### config.mk
export PLATFORM = sky130hd
export DESIGN_NAME = special_function_register_bank0
export DESIGN_NICKNAME = d
export VERILOG_FILES = /design/src/verilog/special_function_register_bank0.v
export VERILOG_INCLUDE_DIRS = /design/src /design/src/verilog
export SDC_FILE = /design/constraint.sdc
export NUM_CORES = 1
export LEC_CHECK = 0
export BUFFER_PORTS_ARGS = -buffer_cell sky130_fd_sc_hd__buf_2
export CORE_AREA = 2 2 176 178
export DETAILED_ROUTE_END_ITERATION = 10
export DIE_AREA = 0 0 178 180
export GPL_ROUTABILITY_DRIVEN = 0
export PLACE_DENSITY = 0.75
export SYNTH_ARGS = -nofsm -noshare
export SYNTH_HDL_FRONTEND = slang
export SYNTH_SLANG_ARGS = --single-unit
### constraint.sdc
create_clock -name clk -period 4.9 [get_ports clk]
set_input_delay 0.49 -clock clk [delete_from_list [all_inputs] [get_ports clk]]
set_output_delay 0.49 -clock clk [all_outputs]
set_load 0.03 [all_outputs]
### src/verilog/sfr_bank0_regs.vh
`ifndef SFR_BANK0_REGS_VH
`define SFR_BANK0_REGS_VH

// register offsets within bank 0
`define OFS_INDIRECT   5'h00
`define OFS_TIMER0_COUNT       5'h01
`define OFS_PCL        5'h02
`define OFS_STATUS     5'h03
`define OFS_FSR        5'h04
`define OFS_PORT_A_DATA      5'h05
`define OFS_PORT_B_DATA      5'h06
`define OFS_PORT_C_DATA      5'h07
`define OFS_PORT_D_DATA      5'h08
`define OFS_PORT_E_DATA      5'h09
`define OFS_PC_HIGH_WRITE_LATCH     5'h0a
`define OFS_INTERRUPT_CONTROL     5'h0b
`define OFS_PERIPHERAL_IRQ_FLAGS1       5'h0c
`define OFS_PERIPHERAL_IRQ_FLAGS2       5'h0d
`define OFS_T1LOW      5'h0e
`define OFS_T1HIGH     5'h0f
`define OFS_T1CTL      5'h10
`define OFS_TIMER2_COUNT       5'h11
`define OFS_T2CTL      5'h12
`define OFS_SYNC_SERIAL_BUFFER     5'h13
`define OFS_SSPCTL     5'h14
`define OFS_CCP1L      5'h15
`define OFS_CCP1H      5'h16
`define OFS_CCP1CTL    5'h17
`define OFS_RXCTL      5'h18
`define OFS_TXDATA     5'h19
`define OFS_RXDATA     5'h1a
`define OFS_CCP2L      5'h1b
`define OFS_CCP2H      5'h1c
`define OFS_CCP2CTL    5'h1d

// per-register attribute word: {implemented, power-on value, kept on other reset, writable}
`define ATTR_MASK      31:24
`define ATTR_POR       23:16
`define ATTR_KEEP      15:8
`define ATTR_WR        7:0

`define ATTR_NONE      32'h00_00_00_00
`define ATTR_BYTE_KEEP 32'hff_00_ff_ff
`define ATTR_STATUS    32'hff_18_1f_e7
`define ATTR_PORT_A_DATA     32'h3f_00_3f_3f
`define ATTR_PORT_E_DATA     32'h07_00_07_07
`define ATTR_PC_HIGH_WRITE_LATCH    32'h1f_00_00_1f
`define ATTR_INTERRUPT_CONTROL    32'hff_00_01_ff
`define ATTR_PERIPHERAL_IRQ_FLAGS1      32'hff_00_00_ff
`define ATTR_PERIPHERAL_IRQ_FLAGS2      32'h01_00_00_01
`define ATTR_T1CTL     32'h3f_00_3f_3f
`define ATTR_TIMER2_COUNT      32'hff_00_00_ff
`define ATTR_T2CTL     32'h7f_00_00_7f
`define ATTR_SSPCTL    32'hff_00_00_ff
`define ATTR_CCPCTL    32'h3f_00_00_3f
`define ATTR_RXCTL     32'hf7_00_01_f0
`define ATTR_TXDATA    32'hff_00_00_ff
`define ATTR_RXDATA    32'hff_00_00_00

// status bit positions
`define ST_IRP         7
`define ST_RP1         6
`define ST_RP0         5
`define ST_TO          4
`define ST_PD          3
`define ST_FLAGS       2:0

// other fields and sizes
`define PC_HIGH_WRITE_LATCH_BITS    4:0
`define PC_W           13
`define PC_ONE         13'h0001
`define PC_ZERO        13'h0000
`define JUMP_W         11
`define RXERR_BITS     2:0
`define BYTE_ZERO      8'h00
`define BYTE_ONES      8'hff
`define FLAGS_ONES     8'h07
`define NUM_REGS       32
`define BANK0          2'b00
`define LOW_REGION     2'b00

`endif

### src/verilog/special_function_register_bank0.v
`timescale 1ns/1ps
`include "sfr_bank0_regs.vh"

// What this block does
// [RULE1] unmapped addresses and bits read zero, ignore writes
// [RULE2] core registers share one storage across banks
// [RULE3] pc high only through latch, loaded on update
// [RULE4] separate power-on and other-reset values
// [RULE5] timer1 count as low and high bytes
// [RULE6] software keeps bank high bits, bit six clear
// [RULE7] software keeps brown-out flag set on variant
// [RULE8] usart data registers clear on every reset
// [RULE9] indirect port accesses memory at pointer address
// [RULE10] port write sets latch, read returns pins
module special_function_register_bank0 (
	input  wire         clk,
	input  wire         nrst,
	input  wire         external_reset_pin,
	input  wire         watchdog_timeout,
	input  wire [6:0]   acc_addr,
	input  wire         acc_rd,
	input  wire         acc_wr,
	input  wire [7:0]   acc_wdata,
	output reg  [7:0]   rd_data_q,
	output reg          rd_valid_q,
	output reg  [8:0]   mem_addr_q,
	output reg          mem_re_q,
	output reg          mem_we_q,
	output reg  [7:0]   mem_wdata_q,
	input  wire [7:0]   mem_rdata,
	output reg  [12:0]  pc_q,
	input  wire         pc_inc,
	input  wire         pc_jump,
	input  wire [10:0]  pc_jump_target,
	input  wire         alu_flags_we,
	input  wire [2:0]   alu_flags,
	input  wire         sleep_entered,
	input  wire         watchdog_cleared,
	input  wire [39:0]  port_pins,
	input  wire [7:0]   peripheral_irq_flags1_set,
	input  wire         peripheral_irq_flags2_set,
	input  wire         timer0_load,
	input  wire [7:0]   timer0_value,
	input  wire         timer1_load,
	input  wire [15:0]  timer1_value,
	input  wire         timer2_load,
	input  wire [7:0]   timer2_value,
	input  wire         serial_load,
	input  wire [7:0]   serial_data,
	input  wire         rx_load,
	input  wire [7:0]   rx_data,
	input  wire [2:0]   rx_err,
	output reg          tx_written_q,
	output reg  [255:0] sfr_image_q
);

	// attribute lookup per bank-0 offset
	function [31:0] attr;
		input [4:0] a;
		begin
			case (a)
				`OFS_TIMER0_COUNT:    attr = `ATTR_BYTE_KEEP;
				`OFS_STATUS:  attr = `ATTR_STATUS;
				`OFS_FSR:     attr = `ATTR_BYTE_KEEP;
				`OFS_PORT_A_DATA:   attr = `ATTR_PORT_A_DATA;
				`OFS_PORT_B_DATA:   attr = `ATTR_BYTE_KEEP;
				`OFS_PORT_C_DATA:   attr = `ATTR_BYTE_KEEP;
				`OFS_PORT_D_DATA:   attr = `ATTR_BYTE_KEEP;
				`OFS_PORT_E_DATA:   attr = `ATTR_PORT_E_DATA;
				`OFS_PC_HIGH_WRITE_LATCH:  attr = `ATTR_PC_HIGH_WRITE_LATCH;
				`OFS_INTERRUPT_CONTROL:  attr = `ATTR_INTERRUPT_CONTROL;
				`OFS_PERIPHERAL_IRQ_FLAGS1:    attr = `ATTR_PERIPHERAL_IRQ_FLAGS1;
				`OFS_PERIPHERAL_IRQ_FLAGS2:    attr = `ATTR_PERIPHERAL_IRQ_FLAGS2;
				`OFS_T1LOW:   attr = `ATTR_BYTE_KEEP;
				`OFS_T1HIGH:  attr = `ATTR_BYTE_KEEP;
				`OFS_T1CTL:   attr = `ATTR_T1CTL;
				`OFS_TIMER2_COUNT:    attr = `ATTR_TIMER2_COUNT;
				`OFS_T2CTL:   attr = `ATTR_T2CTL;
				`OFS_SYNC_SERIAL_BUFFER:  attr = `ATTR_BYTE_KEEP;
				`OFS_SSPCTL:  attr = `ATTR_SSPCTL;
				`OFS_CCP1L:   attr = `ATTR_BYTE_KEEP;
				`OFS_CCP1H:   attr = `ATTR_BYTE_KEEP;
				`OFS_CCP1CTL: attr = `ATTR_CCPCTL;
				`OFS_RXCTL:   attr = `ATTR_RXCTL;
				`OFS_TXDATA:  attr = `ATTR_TXDATA;
				`OFS_RXDATA:  attr = `ATTR_RXDATA;
				`OFS_CCP2L:   attr = `ATTR_BYTE_KEEP;
				`OFS_CCP2H:   attr = `ATTR_BYTE_KEEP;
				`OFS_CCP2CTL: attr = `ATTR_CCPCTL;
				default:      attr = `ATTR_NONE;
			endcase
		end
	endfunction

	// registers seen from every bank
	function is_core;
		input [4:0] a;
		begin
			case (a)
				`OFS_INDIRECT: is_core = 1'b1;
				`OFS_PCL:      is_core = 1'b1;
				`OFS_STATUS:   is_core = 1'b1;
				`OFS_FSR:      is_core = 1'b1;
				`OFS_PC_HIGH_WRITE_LATCH:   is_core = 1'b1;
				`OFS_INTERRUPT_CONTROL:   is_core = 1'b1;
				default:       is_core = 1'b0;
			endcase
		end
	endfunction

	wire        other_rst;
	wire [7:0]  status;
	wire [1:0]  bank;
	wire [4:0]  idx;
	wire        core_reg;
	wire        hit;
	wire [4:0]  pofs;
	wire [4:0]  pc_high_write_latch;
	wire [7:0]  indirect_pointer;
	wire        take_rd;
	wire        take_wr;
	// decoded access kinds
	wire        addr_low;
	wire        bank_ok;
	wire        rd_indirect;
	wire        rd_direct;
	wire        wr_indirect;
	wire        wr_pcl;
	wire        wr_tx;
	wire [12:0] pc_from_write;
	wire [12:0] pc_from_jump;
	wire [12:0] pc_step;

	reg  [255:0] set_v;
	reg  [255:0] ld_m;
	reg  [255:0] ld_v;
	reg  [7:0]   rd_mux;
	reg  [31:0]  rd_attr;
	reg          ind_pend_q;

	assign other_rst = external_reset_pin | watchdog_timeout;
	assign status    = sfr_image_q[`OFS_STATUS*8 +: 8];
	assign indirect_pointer       = sfr_image_q[`OFS_FSR*8 +: 8];
	assign pc_high_write_latch    = sfr_image_q[`OFS_PC_HIGH_WRITE_LATCH*8 + 4 -: 5];
	// [RULE6] decode uses both bank bits
	assign bank      = {status[`ST_RP1], status[`ST_RP0]};
	assign idx       = acc_addr[4:0];
	assign core_reg  = is_core(idx);
	// [RULE2] core registers answer in any bank
	assign bank_ok   = (bank == `BANK0) || core_reg;
	assign addr_low  = (acc_addr[6:5] == `LOW_REGION);
	assign hit       = addr_low && bank_ok;
	assign pofs      = idx - `OFS_PORT_A_DATA;
	// other reset holds off every access
	assign take_rd   = acc_rd & hit & ~other_rst;
	assign take_wr   = acc_wr & hit & ~other_rst;

	// access kinds
	assign rd_indirect = take_rd && (idx == `OFS_INDIRECT);
	assign rd_direct   = take_rd && (idx != `OFS_INDIRECT);
	assign wr_indirect = take_wr && (idx == `OFS_INDIRECT);
	assign wr_pcl      = take_wr && (idx == `OFS_PCL);
	assign wr_tx       = take_wr && (idx == `OFS_TXDATA);

	// program counter candidates
	assign pc_from_write = {pc_high_write_latch, acc_wdata};
	assign pc_from_jump  = {pc_high_write_latch[4:3], pc_jump_target};
	assign pc_step       = pc_q + `PC_ONE;

	// hardware sources: sticky sets and direct loads
	always @* begin
		set_v = {256{1'b0}};
		ld_m  = {256{1'b0}};
		ld_v  = {256{1'b0}};
		set_v[`OFS_PERIPHERAL_IRQ_FLAGS1*8 +: 8] = peripheral_irq_flags1_set;
		set_v[`OFS_PERIPHERAL_IRQ_FLAGS2*8]      = peripheral_irq_flags2_set;
		if (alu_flags_we) begin
			ld_m[`OFS_STATUS*8 +: 3] = {3{1'b1}};
			ld_v[`OFS_STATUS*8 +: 3] = alu_flags;
		end
		if (watchdog_cleared) begin
			ld_m[`OFS_STATUS*8 + `ST_TO] = 1'b1;
			ld_m[`OFS_STATUS*8 + `ST_PD] = 1'b1;
			ld_v[`OFS_STATUS*8 + `ST_TO] = 1'b1;
			ld_v[`OFS_STATUS*8 + `ST_PD] = 1'b1;
		end else if (sleep_entered) begin
			ld_m[`OFS_STATUS*8 + `ST_TO] = 1'b1;
			ld_m[`OFS_STATUS*8 + `ST_PD] = 1'b1;
			ld_v[`OFS_STATUS*8 + `ST_TO] = 1'b1;
			ld_v[`OFS_STATUS*8 + `ST_PD] = 1'b0;
		end
		if (timer0_load) begin
			ld_m[`OFS_TIMER0_COUNT*8 +: 8] = `BYTE_ONES;
			ld_v[`OFS_TIMER0_COUNT*8 +: 8] = timer0_value;
		end
		// [RULE5] counter loads both byte registers
		if (timer1_load) begin
			ld_m[`OFS_T1LOW*8 +: 8]  = `BYTE_ONES;
			ld_v[`OFS_T1LOW*8 +: 8]  = timer1_value[7:0];
			ld_m[`OFS_T1HIGH*8 +: 8] = `BYTE_ONES;
			ld_v[`OFS_T1HIGH*8 +: 8] = timer1_value[15:8];
		end
		if (timer2_load) begin
			ld_m[`OFS_TIMER2_COUNT*8 +: 8] = `BYTE_ONES;
			ld_v[`OFS_TIMER2_COUNT*8 +: 8] = timer2_value;
		end
		if (serial_load) begin
			ld_m[`OFS_SYNC_SERIAL_BUFFER*8 +: 8] = `BYTE_ONES;
			ld_v[`OFS_SYNC_SERIAL_BUFFER*8 +: 8] = serial_data;
		end
		if (rx_load) begin
			ld_m[`OFS_RXDATA*8 +: 8] = `BYTE_ONES;
			ld_v[`OFS_RXDATA*8 +: 8] = rx_data;
			ld_m[`OFS_RXCTL*8 +: 3]  = {3{1'b1}};
			ld_v[`OFS_RXCTL*8 +: 3]  = rx_err;
		end
	end

	genvar i;
	generate
		for (i = 0; i < `NUM_REGS; i = i + 1) begin : entry
			localparam [4:0]  IDX  = i;
			localparam [31:0] A    = attr(IDX);
			localparam [7:0]  MSK  = A[`ATTR_MASK];
			localparam [7:0]  POR  = A[`ATTR_POR] & A[`ATTR_MASK];
			localparam [7:0]  WM   = A[`ATTR_WR] & A[`ATTR_MASK];
			localparam        STAT = (IDX == `OFS_STATUS);
			wire [7:0] cur;
			wire [7:0] sw;
			wire [7:0] nxt;
			wire [7:0] keep;
			wire [7:0] oth;
			wire [7:0] ld_msk;
			wire [7:0] ld_val;
			wire [7:0] hw_set;
			wire [7:0] rst_oth;
			wire       wr_i;
			assign cur  = sfr_image_q[8*i +: 8];
			// this entry's slice of the hardware sources
			assign ld_msk = ld_m[8*i +: 8];
			assign ld_val = ld_v[8*i +: 8];
			assign hw_set = set_v[8*i +: 8];
			// [RULE1] writes outside the map change nothing
			assign wr_i = take_wr & (idx == IDX);
			assign sw   = wr_i ? ((acc_wdata & WM) | (cur & ~WM)) : cur;
			// set from hardware wins over a clearing write
			assign nxt  = ((sw & ~ld_msk) | ld_val) | hw_set;
			// watchdog timeout clears the time-out flag
			assign keep = (STAT && watchdog_timeout) ?
				(A[`ATTR_KEEP] & ~(8'h01 << `ST_TO)) : A[`ATTR_KEEP];
			assign oth  = (STAT && watchdog_timeout) ?
				(POR & ~(8'h01 << `ST_TO)) : POR;
			// kept bits stay, the rest take the reset value
			assign rst_oth = ((cur & keep) | (oth & ~keep)) & MSK;
			// [RULE4] power-on set, other-reset set
			// [RULE8] data registers carry no kept bits
			always @(posedge clk or negedge nrst) begin
				if (!nrst) begin
					sfr_image_q[8*i +: 8] <= POR;
				end else if (other_rst) begin
					sfr_image_q[8*i +: 8] <= rst_oth;
				end else begin
					sfr_image_q[8*i +: 8] <= nxt & MSK;
				end
			end
		end
	endgenerate

	// read data selection
	always @* begin
		rd_attr = attr(idx);
		case (idx)
			`OFS_PCL:    rd_mux = pc_q[7:0];
			`OFS_TXDATA: rd_mux = `BYTE_ZERO;
			// [RULE10] port reads return pin levels
			`OFS_PORT_A_DATA,
			`OFS_PORT_B_DATA,
			`OFS_PORT_C_DATA,
			`OFS_PORT_D_DATA,
			`OFS_PORT_E_DATA:  rd_mux = port_pins[{pofs[2:0], 3'b000} +: 8] & rd_attr[`ATTR_MASK];
			// [RULE1] holes and spare bits read zero
			default:     rd_mux = sfr_image_q[{idx, 3'b000} +: 8] & rd_attr[`ATTR_MASK];
		endcase
	end

	// bus answer and indirect access path
	always @(posedge clk or negedge nrst) begin
		if (!nrst) begin
			rd_data_q    <= `BYTE_ZERO;
			rd_valid_q   <= 1'b0;
			mem_addr_q   <= 9'h000;
			mem_re_q     <= 1'b0;
			mem_we_q     <= 1'b0;
			mem_wdata_q  <= `BYTE_ZERO;
			ind_pend_q   <= 1'b0;
			tx_written_q <= 1'b0;
		end else if (other_rst) begin
			rd_valid_q   <= 1'b0;
			mem_re_q     <= 1'b0;
			mem_we_q     <= 1'b0;
			ind_pend_q   <= 1'b0;
			tx_written_q <= 1'b0;
		end else begin
			rd_valid_q   <= 1'b0;
			mem_re_q     <= 1'b0;
			mem_we_q     <= 1'b0;
			tx_written_q <= wr_tx;
			ind_pend_q   <= 1'b0;
			if (ind_pend_q) begin
				rd_valid_q <= 1'b1;
				rd_data_q  <= mem_rdata;
			end
			// [RULE9] indirect port goes to memory
			if (rd_indirect) begin
				mem_re_q   <= 1'b1;
				mem_addr_q <= {status[`ST_IRP], indirect_pointer};
				ind_pend_q <= 1'b1;
			end else if (rd_direct) begin
				rd_valid_q <= 1'b1;
				rd_data_q  <= rd_mux;
			end
			if (wr_indirect) begin
				mem_we_q    <= 1'b1;
				mem_addr_q  <= {status[`ST_IRP], indirect_pointer};
				mem_wdata_q <= acc_wdata;
			end
		end
	end

	// program counter; low-byte writes take upper bits from latch, jumps take only bits 12:11 from it
	always @(posedge clk or negedge nrst) begin
		if (!nrst) begin
			pc_q <= `PC_ZERO;
		end else if (other_rst) begin
			pc_q <= `PC_ZERO;
		end else if (wr_pcl) begin
			// [RULE3] latch supplies pc high bits on low byte write
			pc_q <= pc_from_write;
		end else if (pc_jump) begin
			// [RULE3] latch supplies page on jump
			pc_q <= pc_from_jump;
		end else if (pc_inc) begin
			pc_q <= pc_step;
		end
	end

endmodule

* Yosys cells after proc, flatten, opt, wreduce, memory -nomap -nowiden
Memories as Yosys holds them, arrays and structs flattened.
Cells that the tools add are included.
W data, S select, Z words.
** Word-level totals
- Register bits :: 251
- Bits in latches :: 0
- Bits in writable memories :: 0
- Memory bits (read-only) :: 832
- Bits of input ports :: 153
- Output and inout bits :: 298
- Word-level logic and storage cells :: 254
- Memories :: 1
** Cells by class
- Add/sub/neg operators :: 2
- $mul :: 0
- Divide/modulo/power cells :: 0
- $lt $le $gt $ge :: 0
- Equal/unequal tests :: 28
- Shifts and indexed selects :: 2
- Mux-type cells :: 69
- Bitwise logic cells :: 75
- Reductions and logical operators :: 36
** Memory list
- (no name shown) :: depth 32, bits a word 26, read ports 1, clocked after Yosys merged registers in 0, write ports 0, RTL line special_function_register_bank0.v:61 : case (a)
** Operators by type and width (count)
- $shiftx A256 B9 Y8 :: 1
- $mux W8 :: 30
- $and A8 B8 Y8 :: 10
- $eq A5 B5 Y1 const B :: 13
- $or A8 B8 Y8 :: 8
- $mux W13 :: 4
- $not A8 Y8 :: 6
- $eq A5 B4 Y1 const B :: 8
- $shiftx A40 B7 Y8 :: 1
- $mux W16 :: 2
- $and A1 B1 Y1 :: 31
- $reduce_and A2 Y1 :: 14
- $mux W6 :: 4
- $pmux W8 S3 :: 1
- $eq A5 B3 Y1 const B :: 4
- $mux W5 :: 4
- $mux W9 :: 2
- $not A5 Y8 :: 2
- $or A6 B8 Y8 :: 2
- $or A8 B5 Y8 :: 2
- $reduce_bool A2 Y1 :: 8
- $mux W7 :: 2
- $add A13 B1 Y13 const B :: 1
- $mux W1 :: 12
- 25 further kinds :: 40

* Logic depth before layout (Yosys ltp)
- Word-level depth :: 12
- Gate-level depth with buffers :: 13
- Gate-level depth less buffers :: 8

* Worst setup path after synthesis
No wires, ideal clock.
- Kind :: input to register
- From :: input acc_addr[1]
- To :: register rd_data_q[1]
- Setup time :: 0.087 ns
- Arrival :: 2.753 ns
- Required time :: 4.813 ns
- Path slack :: 2.060 ns
- Stages :: 11
- Buffers on the path :: 3
- Cells stage by stage :: buf_2 -> buf_2 -> inv_1 -> ha_1 -> clkbuf_1 -> nand2_1 -> nor2_1 -> a22oi_1 -> a2111oi_0 -> o211ai_1 -> o211ai_1
** Between the ends
- Word-level cells in the longest chain between the ends :: 10
- Elaborated cells on any way between the ends :: 31
- Classes of those cells :: 1 x add/sub; 11 x eq/ne; 2 x shift; 4 x mux; 4 x bitwise; 8 x reduce/logical; 1 x memory
** Ends and longest elaborated chain
- start: declaration :: RTL line special_function_register_bank0.v:20 : input wire [6:0] acc_addr,
- branches (longest 9 deep; another with $sub A3 B3 Y3)
- $mux W8 (*) :: RTL line special_function_register_bank0.v:314 : if (rd_indirect) begin
- end signal: assignment :: RTL line special_function_register_bank0.v:289 : rd_data_q <= `BYTE_ZERO;
- end signal: assignment :: RTL line special_function_register_bank0.v:311 : rd_data_q <= mem_rdata;
- end signal: assignment :: RTL line special_function_register_bank0.v:320 : rd_data_q <= rd_mux;
- end: declaration :: RTL line special_function_register_bank0.v:24 : output reg [7:0] rd_data_q,
Mark *: on every way between the ends.
A chain may end at the register's enable or synchronous reset.

* Final worst setup path
- From :: input acc_addr[0]
- To :: register rd_data_q[1]
Same word-level chain as after synthesis.

==> flow_metrics.py <==
metrics = {
    "cts": {
        "tritoncts": "yes",
        "clk_pin_slew_ns": 0.06,
        "cts.sinks": 241,
        "cts_buffers": 26,
        "post_cts.resized_instances": 0,
        "cts-hold-fix-buffers": 1,
        "clockRootBuffer": "clkbuf_16",
        "ctsHtreeMaxLevel": 1,
        "clock_latency_reported_for_the_late_side_of_the_worst_skew_pair_ns": 0.53,
        "clk_buf_depth": 3,
        "post_cts_repair_setup_buffers": 0,
    },
    "synthesis": {
        "synthesis.area_um2": 13200,
        "ys_ff_latch": 241,
        "synth-async-reset-ratio_pct": 100.0,
        "synth.distinct_cells": 72,
        "postSynthCellCount": 1231,
        "synth_enable_flop_cells": 0,
        "synth_sequential_area_ratio_pct": 45.69,
        "ys_warn_count": 0,
        "postSynthAreaPerCell_um2": 10.73,
        "synth-main-ff-cell": "dfrtp_1",
    },
    "place": {
        "pre_cts_ws_ns": 1.463,
        "placedCellCount": 1938,
        "placed_cell_area_um2": 15140,
        "placement.io_buffers": 393,
        "place_hpwl_mm": 35.61,
    },
    "power": {
        "p_int_mw": 3.619,
        "netSwitchingFraction_pct": 30.43,
        "worst_ir_drop_vdd_mv": 0.2840,
        "power.static_leakage_nw": 8.218,
        "total_switching_power_mw": 1.583,
        "clkPwrFrac_pct": 39.7,
        "power-per-cell-area_nw_per_um2": 323.9,
        "combPwrFrac_pct": 18.3,
        "seqPwrFrac_pct": 42.0,
    },
    "global_route": {
        "global_route.usage.total_pct": 30.13,
        "grt_start_max_net_pins": 114,
        "grt_pass1_vias": 11120,
        "wire_length_of_the_first_global_routing_pass_mm": 72.04,
        "grt_antenna_before_repair": 0,
        "overflow": 0,
    },
    "routing": {
        "dr_total_vias": 11530,
        "drt-vias-per-instance": 5.804,
        "route.final.wire_length_mm": 49.36,
        "first_drt_pass_iteration_count": 5,
        "drt-initial-drc-count": 1264,
        "detail_route.drc_violations": 0,
        "detail-route-antenna-nets": 0,
        "mean_routed_wirelength_per_cell_um": 24.84,
    },
    "final_layout": {
        "final_net_count": 1732,
        "mostFrequentLayoutCells": "buf_2, dfrtp_1, nand2_1, mux2_2, nor2_1",
        "nFillCells": 2671,
        "final_cell_area_excluding_filler_cells_um2": 16060,
        "area_growth_syn_to_layout_pct": 21.62,
        "finish.cell_count_without_fillers": 1987,
        "post_route_cells_drive_above_1_share_pct": 39.16,
        "antenna_cells": 0,
        "layout.cells.most_common": "buf_2",
    },
    "sta": {
        "timing_max_transition_violations_final": 0,
        "grt_setup_unrepaired": "no",
        "postLayoutSetupSlackWorst_ns": 1.854,
        "post-route-min-period_ns": 3.046,
        "fin_crit_sh_pct": 62.16,
        "maxSlewHeadroom_pct": 21.01,
        "timing.final.hold_violations": 0,
        "totalNegativeSetupSlack_ns": 0,
        "fin_worst_skew_ns": 0.01800,
        "worst-slew-pin-transition_ns": 1.184,
        "timing.final.setup_violations": 0,
        "hold_ws_ns": 0.1604,
        "fmax_mhz": 328.3,
    },
    "die": {
        "die_x_um": 178,
        "initial_core_util_pct": 43.74,
        "core-area_um2": 30190,
        "ios": 451,
        "fp.dieArea_um2": 32040,
        "die_height_um": 180,
        "floorplan.rows": 64,
    },
    "critical_path": {
        "worst_r2r_dst": "entry[25].cur[5]",
        "startpoint_type": "input port",
        "worst_ep_required_time_ns": 5.35,
        "cp_data_arrival_time_ns": 3.50,
        "critical_path.reg2reg.startpoint": "entry[3].cur[6]",
        "reg2reg_slack_ns": 2.11,
        "worst-setup-path-type": "in2reg",
        "critPathCaptureType": "flop",
        "crit_path_max_fanout": 31,
        "depth_of_the_worst_register_to_register_path": 5,
    },
    "hold_path": {
        "min_delay_worst_endpoint": "entry[3].cur[4]",
        "min_delay_path_depth": 2,
        "hold_path.startpoint": "watchdog_timeout",
        "hold_path_class": "in2reg",
    },
    "job": {
        "drv.max_cap_violation_count": 0,
    },
    "outcome": {
        "result_of_the_run": "finished clean",
    },
}
[worst max-delay path, cell delays in order]
cell	delay, ns
buf_4	0.38
inv_1	0.30
ha_1	0.66
nand2_1	0.10
nor2_1	0.45
a22oi_1	0.17
a2111oi_0	0.57
o211ai_1	0.21
o211ai_1	0.13
[power by group through the flow]
stage / logic, mW / registers, mW / clock network [mW]
global route: 1.01 / 2.20 / 2.18
CTS: 0.949 / 2.18 / 2.09
detailed placement: 0.946 / 2.22 / 0
global placement: 0.935 / 2.22 / 0
finish: 0.951 / 2.19 / 2.07
floorplan: 0.428 / 2.38 / 0
[how the worst max path moves through the flow]
stage | start | endpoint | depth (start not counted)
global placement | acc_addr[0] | entry[11].cur[0] | 8
detailed placement | acc_addr[0] | rd_data_q[1] | 9
finish | acc_addr[0] | rd_data_q[1] | 9
floorplan | acc_addr[1] | rd_data_q[1] | 11
global route | acc_addr[0] | rd_data_q[1] | 9
CTS | acc_addr[0] | rd_data_q[1] | 9
[metrics by stage]
| step | power [mW] | utilization (%) |
|---|---|---|
| after global placement | 3.154 | 50.17 |
| final | 5.202 | 53.20 |
| after global routing | 5.390 | 53.20 |
| after CTS | 5.224 | 53.20 |
| after floorplan | 2.810 | - |
| after detailed placement | 3.165 | 50.17 |
[per-layer routing]
| metal | vias up | wire [um] | GRT usage [%] | share of wire [%] |
|---|---|---|---|---|
| met1 | 5660 | 19650 | 40.37 | 40 |
| met5 | - | 0 | 0 | 0 |
| met3 | 115 | 4367 | 5.732 | 8.8 |
| met2 | 734 | 23530 | 48.93 | 48 |
| li1 | 5023 | - | - | - |
| met4 | 0 | 1818 | 10.36 | 3.7 |
[final cells by class]
| class | count | area (um2) | area share, % |
|---|---|---|---|
| clock inverters | 6 | 82.58 | 0.5142 |
| clock buffers | 42 | 822.0 | 5.119 |
| multi-input cells | 889 | 6515 | 40.57 |
| inverters | 9 | 33.78 | 0.2104 |
| repair buffers | 404 | 2077 | 12.93 |
| well taps | 396 | 495.5 | 3.085 |
| flip-flops and latches | 241 | 6033 | 37.57 |
[synthesized netlist by cell type (all sizes together), types with 3 or more instances]
master   number  area [um2]
dfrtp       239        5981
nand2       114       437.9
nor2        109       434.2
mux2        105        1182
buf         100       651.9
mux2i        95       950.9
o21ai        63       315.3
a21oi        62       310.3
clkbuf       48       180.2
a22oi        40       332.8
mux4         34       765.7
nor3         33       181.4
nand3        25       145.1
a211oi       11       95.09
nand4        10       68.81
o22ai        10       62.56
and2          9       56.30
inv           9       33.78
a31oi         8       50.05
ha            8       100.1
nand2b        8       50.05
o31ai         8       60.06
or2           8       50.05
o211ai        7       52.55
xor2          7       61.31
a221oi        6       52.55
a22o          5       43.79
xnor2         5       43.79
nor4          4       61.31
a2bb2oi       3       26.28
and3b         3       26.28
nor2b         3       18.77
o2111ai       3       26.28
[kinds of logic (layout without fill, tap and decap cells)]
logic type      after synthesis  after routing  share of synthesized area (%)
simple gates                335            335                          12.23
xor+xnor                     12             12                         0.7960
compound gates              243            243                          11.98
fa+ha+maj                     8              8                         0.7581
buf+inv                     157            461                          6.557
flops                       241            241                          45.69
mux                         234            234                          21.96
other cells                   1             57                        0.02840
Note: power is estimated with default switching activity, not from simulation.
